--- src/include/tape_err_params.svh ---
// constants for the tape transfer error logic
`ifndef TAPE_ERR_PARAMS_SVH
`define TAPE_ERR_PARAMS_SVH
// register offsets
`define REG_CMD 4'h0
`define REG_STATUS 4'h1
`define REG_WCOUNT 4'h2
`define REG_XPORT 4'h3
// command field position and encodings
`define CMD_LSB 3
`define CMD_W 3
`define UNIT_W 3
`define CMD_READ 3'h0
`define CMD_REWIND 3'h1
`define CMD_SPFWD 3'h3
`define CMD_SPREV 3'h4
`define CMD_WRITE 3'h5
`define CMD_WEOF 3'h6
`define CMD_ERASE 3'h7
// status bit positions
`define ST_ERROR 0
`define ST_LATE 1
`define ST_ILLEGAL 3
`define ST_BUSY 4
`define ST_DONE 5
`define ST_PARITY 6
`define ST_EOF 7
`define ST_LOADPT 8
`define ST_PROTECT 9
`define ST_READY 10
`define ST_IRQ 11
// timing: erase length 2.5 in at 75 ips is 33333333 ns
`define ERASE_NS 33333333
`define CLK_NS 5
`define ERASE_CYC ((`ERASE_NS + `CLK_NS - 1) / `CLK_NS)
// total stop time (read, 800 bpi, 75 ips): 11.05 ms
`define STOP_NS 11050000
`define STOP_CYC ((`STOP_NS + `CLK_NS - 1) / `CLK_NS)
`endif

--- src/include/tape_err_pkg.sv ---
// types for the tape transfer error logic
package tape_err_pkg;
    typedef enum logic [4:0] {
        ST_IDLE = 5'b00001,
        ST_RUN = 5'b00010,
        ST_CHECK = 5'b00100,
        ST_FINISH = 5'b01000,
        ST_STOP = 5'b10000
    } ctl_state_type;
endpackage

--- src/rtl/pin_sync.sv ---
// three-stage pin synchroniser with agreement filter
`timescale 1ns/100ps
`default_nettype none
module pin_sync
#(
    parameter int WIDTH = 1
)
(
    input wire logic clk,
    input wire logic rstn,
    input wire logic [WIDTH-1:0] pin,
    output logic [WIDTH-1:0] level
);
    logic [WIDTH-1:0] s1_r;
    logic [WIDTH-1:0] s2_r;
    logic [WIDTH-1:0] s3_r;
    logic [WIDTH-1:0] level_r;
    wire [WIDTH-1:0] agree = ~(s2_r ^ s3_r);
    wire [WIDTH-1:0] level_nxt = (agree & s2_r) | (~agree & level_r);

    always_ff @(posedge clk or negedge rstn)
    begin
        if (!rstn)
        begin
            s1_r <= '0;
            s2_r <= '0;
            s3_r <= '0;
            level_r <= '0;
        end
        else
        begin
            s1_r <= pin;
            s2_r <= s1_r;
            s3_r <= s2_r;
            level_r <= level_nxt;
        end
    end

    assign level = level_r;
endmodule
`default_nettype wire

--- src/rtl/lrc_acc.sv ---
// longitudinal check accumulator over a whole record
`timescale 1ns/100ps
`default_nettype none
module lrc_acc
#(
    parameter int WIDTH = 9
)
(
    input wire logic clk,
    input wire logic rstn,
    input wire logic clear,
    input wire logic char_valid,
    input wire logic [WIDTH-1:0] char_in,
    output logic [WIDTH-1:0] check
);
    logic [WIDTH-1:0] acc_r;

    // every character is folded in, transferred to memory or not
    always_ff @(posedge clk or negedge rstn)
    begin
        if (!rstn)
            acc_r <= '0;
        else if (clear)
            acc_r <= '0;
        else if (char_valid)
            acc_r <= acc_r ^ char_in;
    end

    assign check = acc_r;
endmodule
`default_nettype wire

--- src/rtl/tape_transfer_error_logic.sv ---
// completion and error flag logic of the tape controller
// Function
// - erase runs about 2.5 inches of tape, then busy off, done on, interrupt
// - start on a not-ready transport sets illegal and done
// - illegal stays set until clear or io reset
// - clear and io reset zero error flags and command/select register
// - status reflects selected transport, transport 0 after clear
// - spacing on not-ready or reverse at load point: illegal, error, done
// - late channel on read sets late and error, read continues
// - file mark on read sets error and eof, ends with done and interrupt
// - bad character parity sets error and parity error, read continues
// - nrzi compares longitudinal check character, mismatch sets parity error
// - longitudinal check accumulates over whole record, not transferred part
// - write to not-ready or protected tape sets error, illegal, cause, done
// - late on write: pe runs to overflow, nrzi ends after next word
// - defective file mark is a short data record giving parity errors
// - 7-track nrzi file mark recorded with even parity
// - each channel word increments word counter, overflow ends transfer
// - busy high and done low while running, reverse on completion
`timescale 1ns/100ps
`default_nettype none
`include "tape_err_params.svh"
module tape_transfer_error_logic
    import tape_err_pkg::*;
#(
    parameter int ERASE_CYCLES = `ERASE_CYC,
    parameter int STOP_CYCLES = `STOP_CYC,
    parameter int NUNITS = 8
)
(
    input wire logic clk,
    input wire logic rstn,
    input wire logic [3:0] addr,
    input wire logic [15:0] wdata,
    input wire logic wr,
    input wire logic rd,
    output logic [15:0] rdata,
    input wire logic start,
    input wire logic clear_cmd,
    input wire logic io_reset,
    input wire logic [NUNITS-1:0] unit_ready,
    input wire logic [NUNITS-1:0] unit_protect,
    input wire logic [NUNITS-1:0] unit_loadpt,
    input wire logic [NUNITS-1:0] unit_nrzi,
    input wire logic [NUNITS-1:0] unit_7track,
    input wire logic char_valid,
    input wire logic [8:0] char_in,
    input wire logic char_parity_bad,
    input wire logic longitudinal_check_char_valid,
    input wire logic [8:0] longitudinal_check_char,
    input wire logic record_end_gap,
    input wire logic file_mark,
    input wire logic chan_word,
    input wire logic chan_late,
    input wire logic spaced_record,
    output logic write_stop,
    output logic eof_even_parity,
    output logic motion,
    output logic busy,
    output logic done,
    output logic irq
);
    // =========================================================
    // synchronised transport lines
    logic [NUNITS-1:0] ready_s;
    logic [NUNITS-1:0] protect_s;
    logic [NUNITS-1:0] loadpt_s;
    pin_sync #(.WIDTH(3 * NUNITS)) u_sync_lines
    (
        .clk(clk),
        .rstn(rstn),
        .pin({unit_loadpt, unit_protect, unit_ready}),
        .level({loadpt_s, protect_s, ready_s})
    );

    // =========================================================
    // registers
    logic [`CMD_W-1:0] cmd_r;
    logic [`UNIT_W-1:0] unit_r;
    logic [15:0] wcount_r;
    logic illegal_r;
    logic late_r;
    logic parity_r;
    logic eof_r;
    logic protect_err_r;
    logic busy_r;
    logic done_r;
    logic irq_r;
    logic stop_pend_r;
    logic [15:0] rdata_r;
    logic [31:0] timer_r;
    ctl_state_type state_r;
    ctl_state_type state_nxt;

    wire clr = clear_cmd | io_reset;
    wire sel_ready = ready_s[unit_r];
    wire sel_protect = protect_s[unit_r];
    wire sel_loadpt = loadpt_s[unit_r];
    wire sel_nrzi = unit_nrzi[unit_r];
    wire sel_7track = unit_7track[unit_r];
    wire is_space = (cmd_r == `CMD_SPFWD) || (cmd_r == `CMD_SPREV);
    wire is_write = (cmd_r == `CMD_WRITE) || (cmd_r == `CMD_WEOF) || (cmd_r == `CMD_ERASE);
    wire is_read = (cmd_r == `CMD_READ);
    // =========================================================
    // start screening
    wire start_ok = start && (state_r == ST_IDLE) && !clr;
    wire rev_at_lp = (cmd_r == `CMD_SPREV) && sel_loadpt;
    wire wr_prot = is_write && sel_protect;
    wire refuse = !sel_ready || (is_space && rev_at_lp) || wr_prot;
    wire go = start_ok && !refuse && !stop_pend_r && (cmd_r != `CMD_REWIND);
    wire running = (state_r == ST_RUN);

    // word counter overflow marks the end of a transfer
    wire wc_step = running && (chan_word || (is_space && spaced_record));
    wire wc_ovf = wc_step && (wcount_r == 16'hffff);
    wire late_ev = running && chan_late && (is_read || is_write);
    wire parity_ev = motion && is_read && char_parity_bad;
    wire eof_ev = running && (is_read || is_space) && file_mark;
    wire timer_zero = (timer_r == 32'h0);
    wire lrc_mis;
    wire lrc_ev = (state_r == ST_CHECK) && longitudinal_check_char_valid && lrc_mis;

    // =========================================================
    // operation sequencer
    always_comb
    begin
        state_nxt = state_r;
        case (state_r)
            ST_IDLE:
                if (go)
                    state_nxt = ST_RUN;
            ST_RUN:
                if (cmd_r == `CMD_ERASE)
                begin
                    if (timer_zero)
                        state_nxt = ST_FINISH;
                end
                else if (eof_ev)
                    state_nxt = ST_FINISH;
                else if (is_read && (wc_ovf || record_end_gap))
                    state_nxt = sel_nrzi ? ST_CHECK : ST_FINISH;
                else if (is_write && (wc_ovf || (sel_nrzi && late_r && chan_word)))
                    state_nxt = ST_FINISH;
                else if (wc_ovf || record_end_gap)
                    state_nxt = ST_FINISH;
            ST_CHECK:
                if (longitudinal_check_char_valid)
                    state_nxt = ST_FINISH;
            ST_FINISH:
                state_nxt = ST_STOP;
            ST_STOP:
                state_nxt = ST_IDLE;
            default:
                state_nxt = ST_IDLE;
        endcase
        if (clr)
            state_nxt = ST_IDLE;
    end

    always_ff @(posedge clk or negedge rstn)
    begin
        if (!rstn)
            state_r <= ST_IDLE;
        else
            state_r <= state_nxt;
    end

    // erase length and stop time share one down counter
    always_ff @(posedge clk or negedge rstn)
    begin
        if (!rstn)
            timer_r <= 32'h0;
        else if (go)
            timer_r <= 32'(ERASE_CYCLES - 1);
        else if (state_r == ST_FINISH)
            timer_r <= 32'(STOP_CYCLES - 1);
        else if (!timer_zero)
            timer_r <= timer_r - 32'h1;
    end

    // new start held off until transport has stopped and settled
    always_ff @(posedge clk or negedge rstn)
    begin
        if (!rstn)
            stop_pend_r <= 1'b0;
        else if (state_r == ST_FINISH)
            stop_pend_r <= 1'b1;
        else if (timer_zero)
            stop_pend_r <= 1'b0;
    end

    // =========================================================
    // longitudinal check
    logic [8:0] lrc_calc;

    lrc_acc #(.WIDTH(9)) u_lrc
    (
        .clk(clk),
        .rstn(rstn),
        .clear(go),
        .char_valid(motion && char_valid),
        .char_in(char_in),
        .check(lrc_calc)
    );
    assign lrc_mis = (lrc_calc != longitudinal_check_char);

    // =========================================================
    // command, unit and word counter
    always_ff @(posedge clk or negedge rstn)
    begin
        if (!rstn)
        begin
            cmd_r <= `CMD_READ;
            unit_r <= '0;
        end
        else if (clr)
        begin
            cmd_r <= `CMD_READ;
            unit_r <= '0;
        end
        else if (wr && addr == `REG_CMD && state_r == ST_IDLE)
        begin
            cmd_r <= wdata[`CMD_LSB +: `CMD_W];
            unit_r <= wdata[`UNIT_W-1:0];
        end
    end

    always_ff @(posedge clk or negedge rstn)
    begin
        if (!rstn)
            wcount_r <= 16'h0;
        else if (wr && addr == `REG_WCOUNT)
            wcount_r <= wdata;
        else if (wc_step)
            wcount_r <= wcount_r + 16'h1;
    end

    // =========================================================
    // error flags: clear and io reset win over any set in the same cycle
    wire refuse_ev = start_ok && refuse;
    always_ff @(posedge clk or negedge rstn)
    begin
        if (!rstn)
        begin
            illegal_r <= 1'b0;
            late_r <= 1'b0;
            parity_r <= 1'b0;
            eof_r <= 1'b0;
            protect_err_r <= 1'b0;
        end
        else if (clr)
        begin
            illegal_r <= 1'b0;
            late_r <= 1'b0;
            parity_r <= 1'b0;
            eof_r <= 1'b0;
            protect_err_r <= 1'b0;
        end
        else
        begin
            illegal_r <= illegal_r | refuse_ev;
            late_r <= late_r | late_ev;
            parity_r <= parity_r | parity_ev | lrc_ev;
            eof_r <= eof_r | eof_ev;
            protect_err_r <= protect_err_r | (refuse_ev && wr_prot);
        end
    end

    wire error_flag = illegal_r | late_r | parity_r | eof_r | protect_err_r;

    // =========================================================
    // busy, done and interrupt request
    always_ff @(posedge clk or negedge rstn)
    begin
        if (!rstn)
        begin
            busy_r <= 1'b0;
            done_r <= 1'b0;
            irq_r <= 1'b0;
        end
        else if (clr)
        begin
            busy_r <= 1'b0;
            done_r <= 1'b0;
            irq_r <= 1'b0;
        end
        else if (go)
        begin
            busy_r <= 1'b1;
            done_r <= 1'b0;
            irq_r <= 1'b0;
        end
        else if (refuse_ev || state_r == ST_FINISH)
        begin
            busy_r <= 1'b0;
            done_r <= 1'b1;
            irq_r <= 1'b1;
        end
        else if (start_ok)
        begin
            done_r <= 1'b0;
            irq_r <= 1'b0;
        end
    end

    // =========================================================
    // register read port
    wire [15:0] status_word = {4'h0, irq_r, sel_ready, sel_protect, sel_loadpt,
        eof_r, parity_r, done_r, busy_r, illegal_r, 1'b0, late_r, error_flag};
    wire [15:0] rd_mux =
        (addr == `REG_CMD) ? {10'h0, cmd_r, unit_r} :
        (addr == `REG_STATUS) ? status_word :
        (addr == `REG_WCOUNT) ? wcount_r :
        (addr == `REG_XPORT) ? {13'h0, unit_r} : 16'h0;

    always_ff @(posedge clk or negedge rstn)
    begin
        if (!rstn)
            rdata_r <= 16'h0;
        else if (rd)
            rdata_r <= rd_mux;
        else
            rdata_r <= 16'h0;
    end

    assign rdata = rdata_r;
    assign busy = busy_r;
    assign done = done_r;
    assign irq = irq_r;
    assign motion = running || (state_r == ST_CHECK);
    // nrzi write ends the record once the word after a late answer goes out
    assign write_stop = running && is_write && sel_nrzi && late_r && chan_word;
    assign eof_even_parity = sel_nrzi && sel_7track;

    // =========================================================
    // assertions
    a_illegal_sticky: assert property (@(posedge clk) disable iff (!rstn)
        illegal_r && !clr |=> illegal_r) else $error("illegal dropped");
    a_refuse_flags: assert property (@(posedge clk) disable iff (!rstn)
        refuse_ev |=> illegal_r && done_r && !busy_r) else $error("refuse flags");
    a_clear_zero: assert property (@(posedge clk) disable iff (!rstn)
        clr |=> !error_flag && unit_r == 3'h0 && cmd_r == `CMD_READ) else $error("clear");
    a_error_sum: assert property (@(posedge clk) disable iff (!rstn)
        (illegal_r || late_r || parity_r || eof_r) |-> status_word[`ST_ERROR])
        else $error("error sum");
    a_run_busy: assert property (@(posedge clk) disable iff (!rstn)
        running |-> busy_r && !done_r) else $error("busy while running");
    a_finish_done: assert property (@(posedge clk) disable iff (!rstn)
        state_r == ST_FINISH && !clr |=> done_r && irq_r && !busy_r) else $error("finish");
    a_late_flag: assert property (@(posedge clk) disable iff (!rstn)
        late_ev && is_read && !(clr || wc_ovf || record_end_gap || eof_ev) |=> late_r && running)
        else $error("late");
    a_eof_end: assert property (@(posedge clk) disable iff (!rstn)
        eof_ev && !clr |=> eof_r ##1 (done_r || $past(clr))) else $error("eof end");
    a_stop_hold: assert property (@(posedge clk) disable iff (!rstn)
        stop_pend_r && start && !clr |=> !busy_r) else $error("start before stop");
    c_erase: cover property (@(posedge clk) disable iff (!rstn)
        go && cmd_r == `CMD_ERASE);
    c_refuse: cover property (@(posedge clk) disable iff (!rstn) refuse_ev);
    c_lrc_err: cover property (@(posedge clk) disable iff (!rstn) lrc_ev);
endmodule
`default_nettype wire

--- config.mk ---
export PLATFORM = sky130hd
export DESIGN_NAME = tape_transfer_error_logic
export DESIGN_NICKNAME = d
export VERILOG_FILES = /design/src/include/tape_err_pkg.sv /design/src/rtl/pin_sync.sv /design/src/rtl/lrc_acc.sv /design/src/rtl/tape_transfer_error_logic.sv
export VERILOG_INCLUDE_DIRS = /design/src /design/src/include
export SDC_FILE = /design/constraint.sdc
export NUM_CORES = 1
export LEC_CHECK = 0
export BUFFER_PORTS_ARGS = -buffer_cell sky130_fd_sc_hd__buf_2
export CELL_PAD_IN_SITES_DETAIL_PLACEMENT = 1
export CELL_PAD_IN_SITES_GLOBAL_PLACEMENT = 2
export CORE_MARGIN = 2
export CORE_UTILIZATION = 38
export DETAILED_ROUTE_END_ITERATION = 10
export HOLD_SLACK_MARGIN = 0.05
export PLACE_DENSITY = 0.88
export SLEW_MARGIN = 30
export SYNTH_ARGS = -nofsm -noshare
export SYNTH_HDL_FRONTEND = slang
export SYNTH_SLANG_ARGS = --single-unit
--- constraint.sdc ---
create_clock -name clk -period 2.6 [get_ports clk]
set_input_delay 0.13 -clock clk [delete_from_list [all_inputs] [get_ports clk]]
set_output_delay 0.13 -clock clk [all_outputs]
set_load 0.02 [all_outputs]
==> impl_metrics.env <==
export IMPL_synth_top_area_share=0.6118
export IMPL_crit_buf_inv=2
export IMPL_clk_latency_ps=440
export IMPL_ys_ff_latch=188
export IMPL_p_seq_frac=0.485
export IMPL_swShare=0.2942
export IMPL_r2r_start="timer_r[27]$_DFFE_PN0P_"
export IMPL_clk_path_buf_depth=2
export IMPL_setup_viol=0
export IMPL_hold_viol=0
export IMPL_slew_viol_final=0
export IMPL_worst_slew_pin_slew_ps=688.1
export IMPL_relSlewSlack=0.5413
export IMPL_r2r_slack_ps=60
export IMPL_antenna_found_initial=2
export IMPL_post_route_cell_area_um2=9921
export IMPL_drt_iter0_drc=269
export IMPL_start_util=0.3904
export IMPL_synth_cells=633
export IMPL_maxCapViolations=0
export IMPL_final_nets=922
export IMPL_p_clk_frac=0.404
export IMPL_grt_ovfl_total=0
export IMPL_pwr_share_comb=0.110
export IMPL_synth_edf_count=0
export IMPL_areaGrowthSynthToFinish_pct=29.71
export IMPL_cp_max_fo=5
export IMPL_route_detailed_drc=0
export IMPL_p_total_mw=6.965
export IMPL_crit_type="reg2reg"
export IMPL_grt_pass1_wl_um=33690
export IMPL_yosysWarnings=0
export IMPL_ys_types=57
export IMPL_min_period_ps=2541
export IMPL_min_path_type="in2reg"
export IMPL_htreeDepth=4
export IMPL_cp_common_cell="buf_4"
export IMPL_grt_max_degree=75
export IMPL_max_vdd_ir_drop_uv=452.8
export IMPL_synth_area_leaders="dfrtp_1 (61%), nor2_1 (4.2%), xnor2_1 (3.5%), xor2_1 (3.5%), maj3_1 (3.1%)"
export IMPL_crit_path_start_kind="flip-flop"
export IMPL_synth_common_cells="dfrtp_1 (187), nor2_1 (85), nand2_1 (42)"
export IMPL_grt_usage=0.1994
export IMPL_syn_area_per_cell_um2=12.08
export IMPL_critPathLaunch="timer_r[27]$_DFFE_PN0P_"
export IMPL_synthFlopType="dfrtp_1"
export IMPL_synthArstFlopShare=1.000
export IMPL_cts_sinks=188
export IMPL_first_pass_iters=4
export IMPL_dpl_hpwl_um=13830
export IMPL_dp_cells=1013
export IMPL_fp_dieArea_um2=21280
export IMPL_core_um2=19590
export IMPL_cts_root_buf="clkbuf_16"
export IMPL_ff2ff_path_depth=8
export IMPL_syn_area_um2=7649
export IMPL_cpMaxStageDelayCell="or4_4"
export IMPL_crit_family="simple AND/OR/NAND/NOR gates"
export IMPL_ios=115
export IMPL_drive_gt1_frac=0.2443
export IMPL_grt_pass1_vias=6315
export IMPL_path_cells="or4_4 -> nand4b_1 -> nor4_4 -> buf_4 -> buf_4 -> nor3_1 -> xor2_1 -> a21o_1"
export IMPL_cts_tree="built"
export IMPL_crit_end="timer_r[22]$_DFFE_PN0P_"
export IMPL_wl_um=20530
export IMPL_synth_nets=729
export IMPL_wire_per_inst_um=18.58
export IMPL_drtAntennaViolNets=0
export IMPL_rr_endpoint="timer_r[22]$_DFFE_PN0P_"
export IMPL_clkTransAtPathRegs_ps=80
export IMPL_intPower_mw=4.916
export IMPL_end_kind="flip-flop"
export IMPL_fmax_mhz=393.5
export IMPL_cts_made_buffers=17
export IMPL_port_buffers=114
export IMPL_die_h_um=145.9
export IMPL_ys_seq_area_frac=0.6152
export IMPL_min_period_over_period=0.9774
export IMPL_max_stage_delay_ps=570
export IMPL_fin_skew_ps=17.40
export IMPL_power_density_nw_per_um2=702.1
export IMPL_gp_congestion=0.8409
export IMPL_nFillCells=2090
export IMPL_yosysMostFrequentCell="dfrtp_1"
export IMPL_utilization=0.5064
export IMPL_power_switching_mw=2.049
export IMPL_placed_cell_area_um2=8673
export IMPL_worst_ep_required_time_ps=2930
export IMPL_leakage_nw=4.417
export IMPL_fin_tns_setup_ps=0
export IMPL_path_depth=8
export IMPL_outcome="finished clean"
export IMPL_stdcell_count=1105
export IMPL_critPathArrivalTime_ps=2880
export IMPL_avgViaCountPerCell=5.100
export IMPL_synth_largest_area_cell="dfrtp_1"
export IMPL_die_width_um=145.9
export IMPL_fp_row_count=51
export IMPL_vias=5636
==> per-layer routing <==
layer,vias to the layer above,part of all wire,GRT usage
li1,2592,-,-
met1,2875,0.43,0.2462
met2,143,0.51,0.3521
met3,26,0.038,0.04107
met4,0,0.016,0.06078
met5,-,0,0
==> layout make-up <==
cell class | count | area [um^2] | share of cell area
Sequential cell | 188 | 4707 | 0.4745
Clock inverter | 15 | 231.5 | 0.02333
Multi-Input combinational cell | 417 | 2814 | 0.2836
Antenna cell | 1 | 2.502 | 0.0002522
Inverter | 4 | 15.01 | 0.001513
Timing Repair Buffer | 198 | 1394 | 0.1405
Clock buffer | 17 | 425.4 | 0.04288
Tap cell | 265 | 331.6 | 0.03342
==> power groups by stage <==
stage	Clock, mW	Combinational, mW	Sequential [mW]
3_5_place_dp	0	0.704	3.43
2_1_floorplan	0	0.427	3.36
4_1_cts	2.88	0.776	3.38
5_1_grt	2.98	0.860	3.41
6_report	2.82	0.769	3.38
3_3_place_gp	0	0.663	3.41
==> cell families after synthesis <==
| family | after synthesis | synth area share |
|---|---|---|
| AOI/OAI and AO/OA | 65 | 0.05529 |
| xor gates and xnor gates | 62 | 0.07100 |
| adders and majority gates | 27 | 0.03632 |
| buffers and inverters | 28 | 0.01783 |
| and+or+nand+nor | 239 | 0.1559 |
| muxes | 24 | 0.04842 |
| DFF | 188 | 0.6152 |
==> tightest hold or removal path, stage by stage <==
cell,delay [ps]
buf_2,100
nand2_1,60
xor2_1,70
nor2_1,100
==> placed cells by master, fill, tap and decap left out, types with 4 or more instances in the layout <==
master / netlist / final
dfrtp_1: 187 / 186
buf_2: 1 / 113
nor2_1: 85 / 85
dlygate4sd3_1: 0 / 53
nand2_1: 42 / 42
xnor2_1: 31 / 31
xor2_1: 31 / 31
a21oi_1: 26 / 26
buf_4: 4 / 26
maj3_1: 24 / 24
nor3_1: 22 / 22
nor4_1: 17 / 17
clkbuf_16: 0 / 17
nand3_1: 16 / 16
mux2i_1: 10 / 10
mux4_2: 10 / 10
and3_1: 9 / 9
nand4_1: 8 / 8
a22oi_1: 8 / 8
a31oi_1: 5 / 5
nor2b_1: 5 / 5
inv_12: 0 / 5
clkinv_8: 0 / 5
or3_1: 4 / 4
nand2b_1: 4 / 4
o21ai_0: 4 / 4
and2_1: 4 / 4
inv_1: 4 / 4
mux2_2: 4 / 4
buf_12: 0 / 4
==> per-stage QoR <==
stage | hold slack [ps] | setup WS [ps]
after floorplan | -165.6 | 202.4
after global placement | 189.8 | 135.2
after detailed placement | 204.1 | 39.56
after CTS | 51.84 | 32.64
after global routing | 75.28 | -20.92
final | 46.70 | 58.81
==> timing repair <==
action | 4_1_cts | 5_1_grt
hold buffers | 53 | 0
resized for setup | 1 | 3
buffers inserted | 0 | 6
pin swaps | 0 | 2
endpoints found under the hold margin | 129 | 0
endpoints found under the setup margin | 1 | 6
==> worst min path at each step <==
stage,start,endpoint,cells after the start
2_1_floorplan,rstn,asynchronous set/reset pin,0
3_3_place_gp,rstn,rdata[7]$_DFF_PN0_,1
3_5_place_dp,rstn,wcount_r[11]$_DFFE_PN0P_,1
4_1_cts,char_in[6],u_lrc.check[6]$_DFFE_PN0P_,4
5_1_grt,char_in[6],u_lrc.check[6]$_DFFE_PN0P_,4
6_report,char_in[6],u_lrc.check[6]$_DFFE_PN0P_,4
No activity file was read; power rests on OpenSTA's default activity.
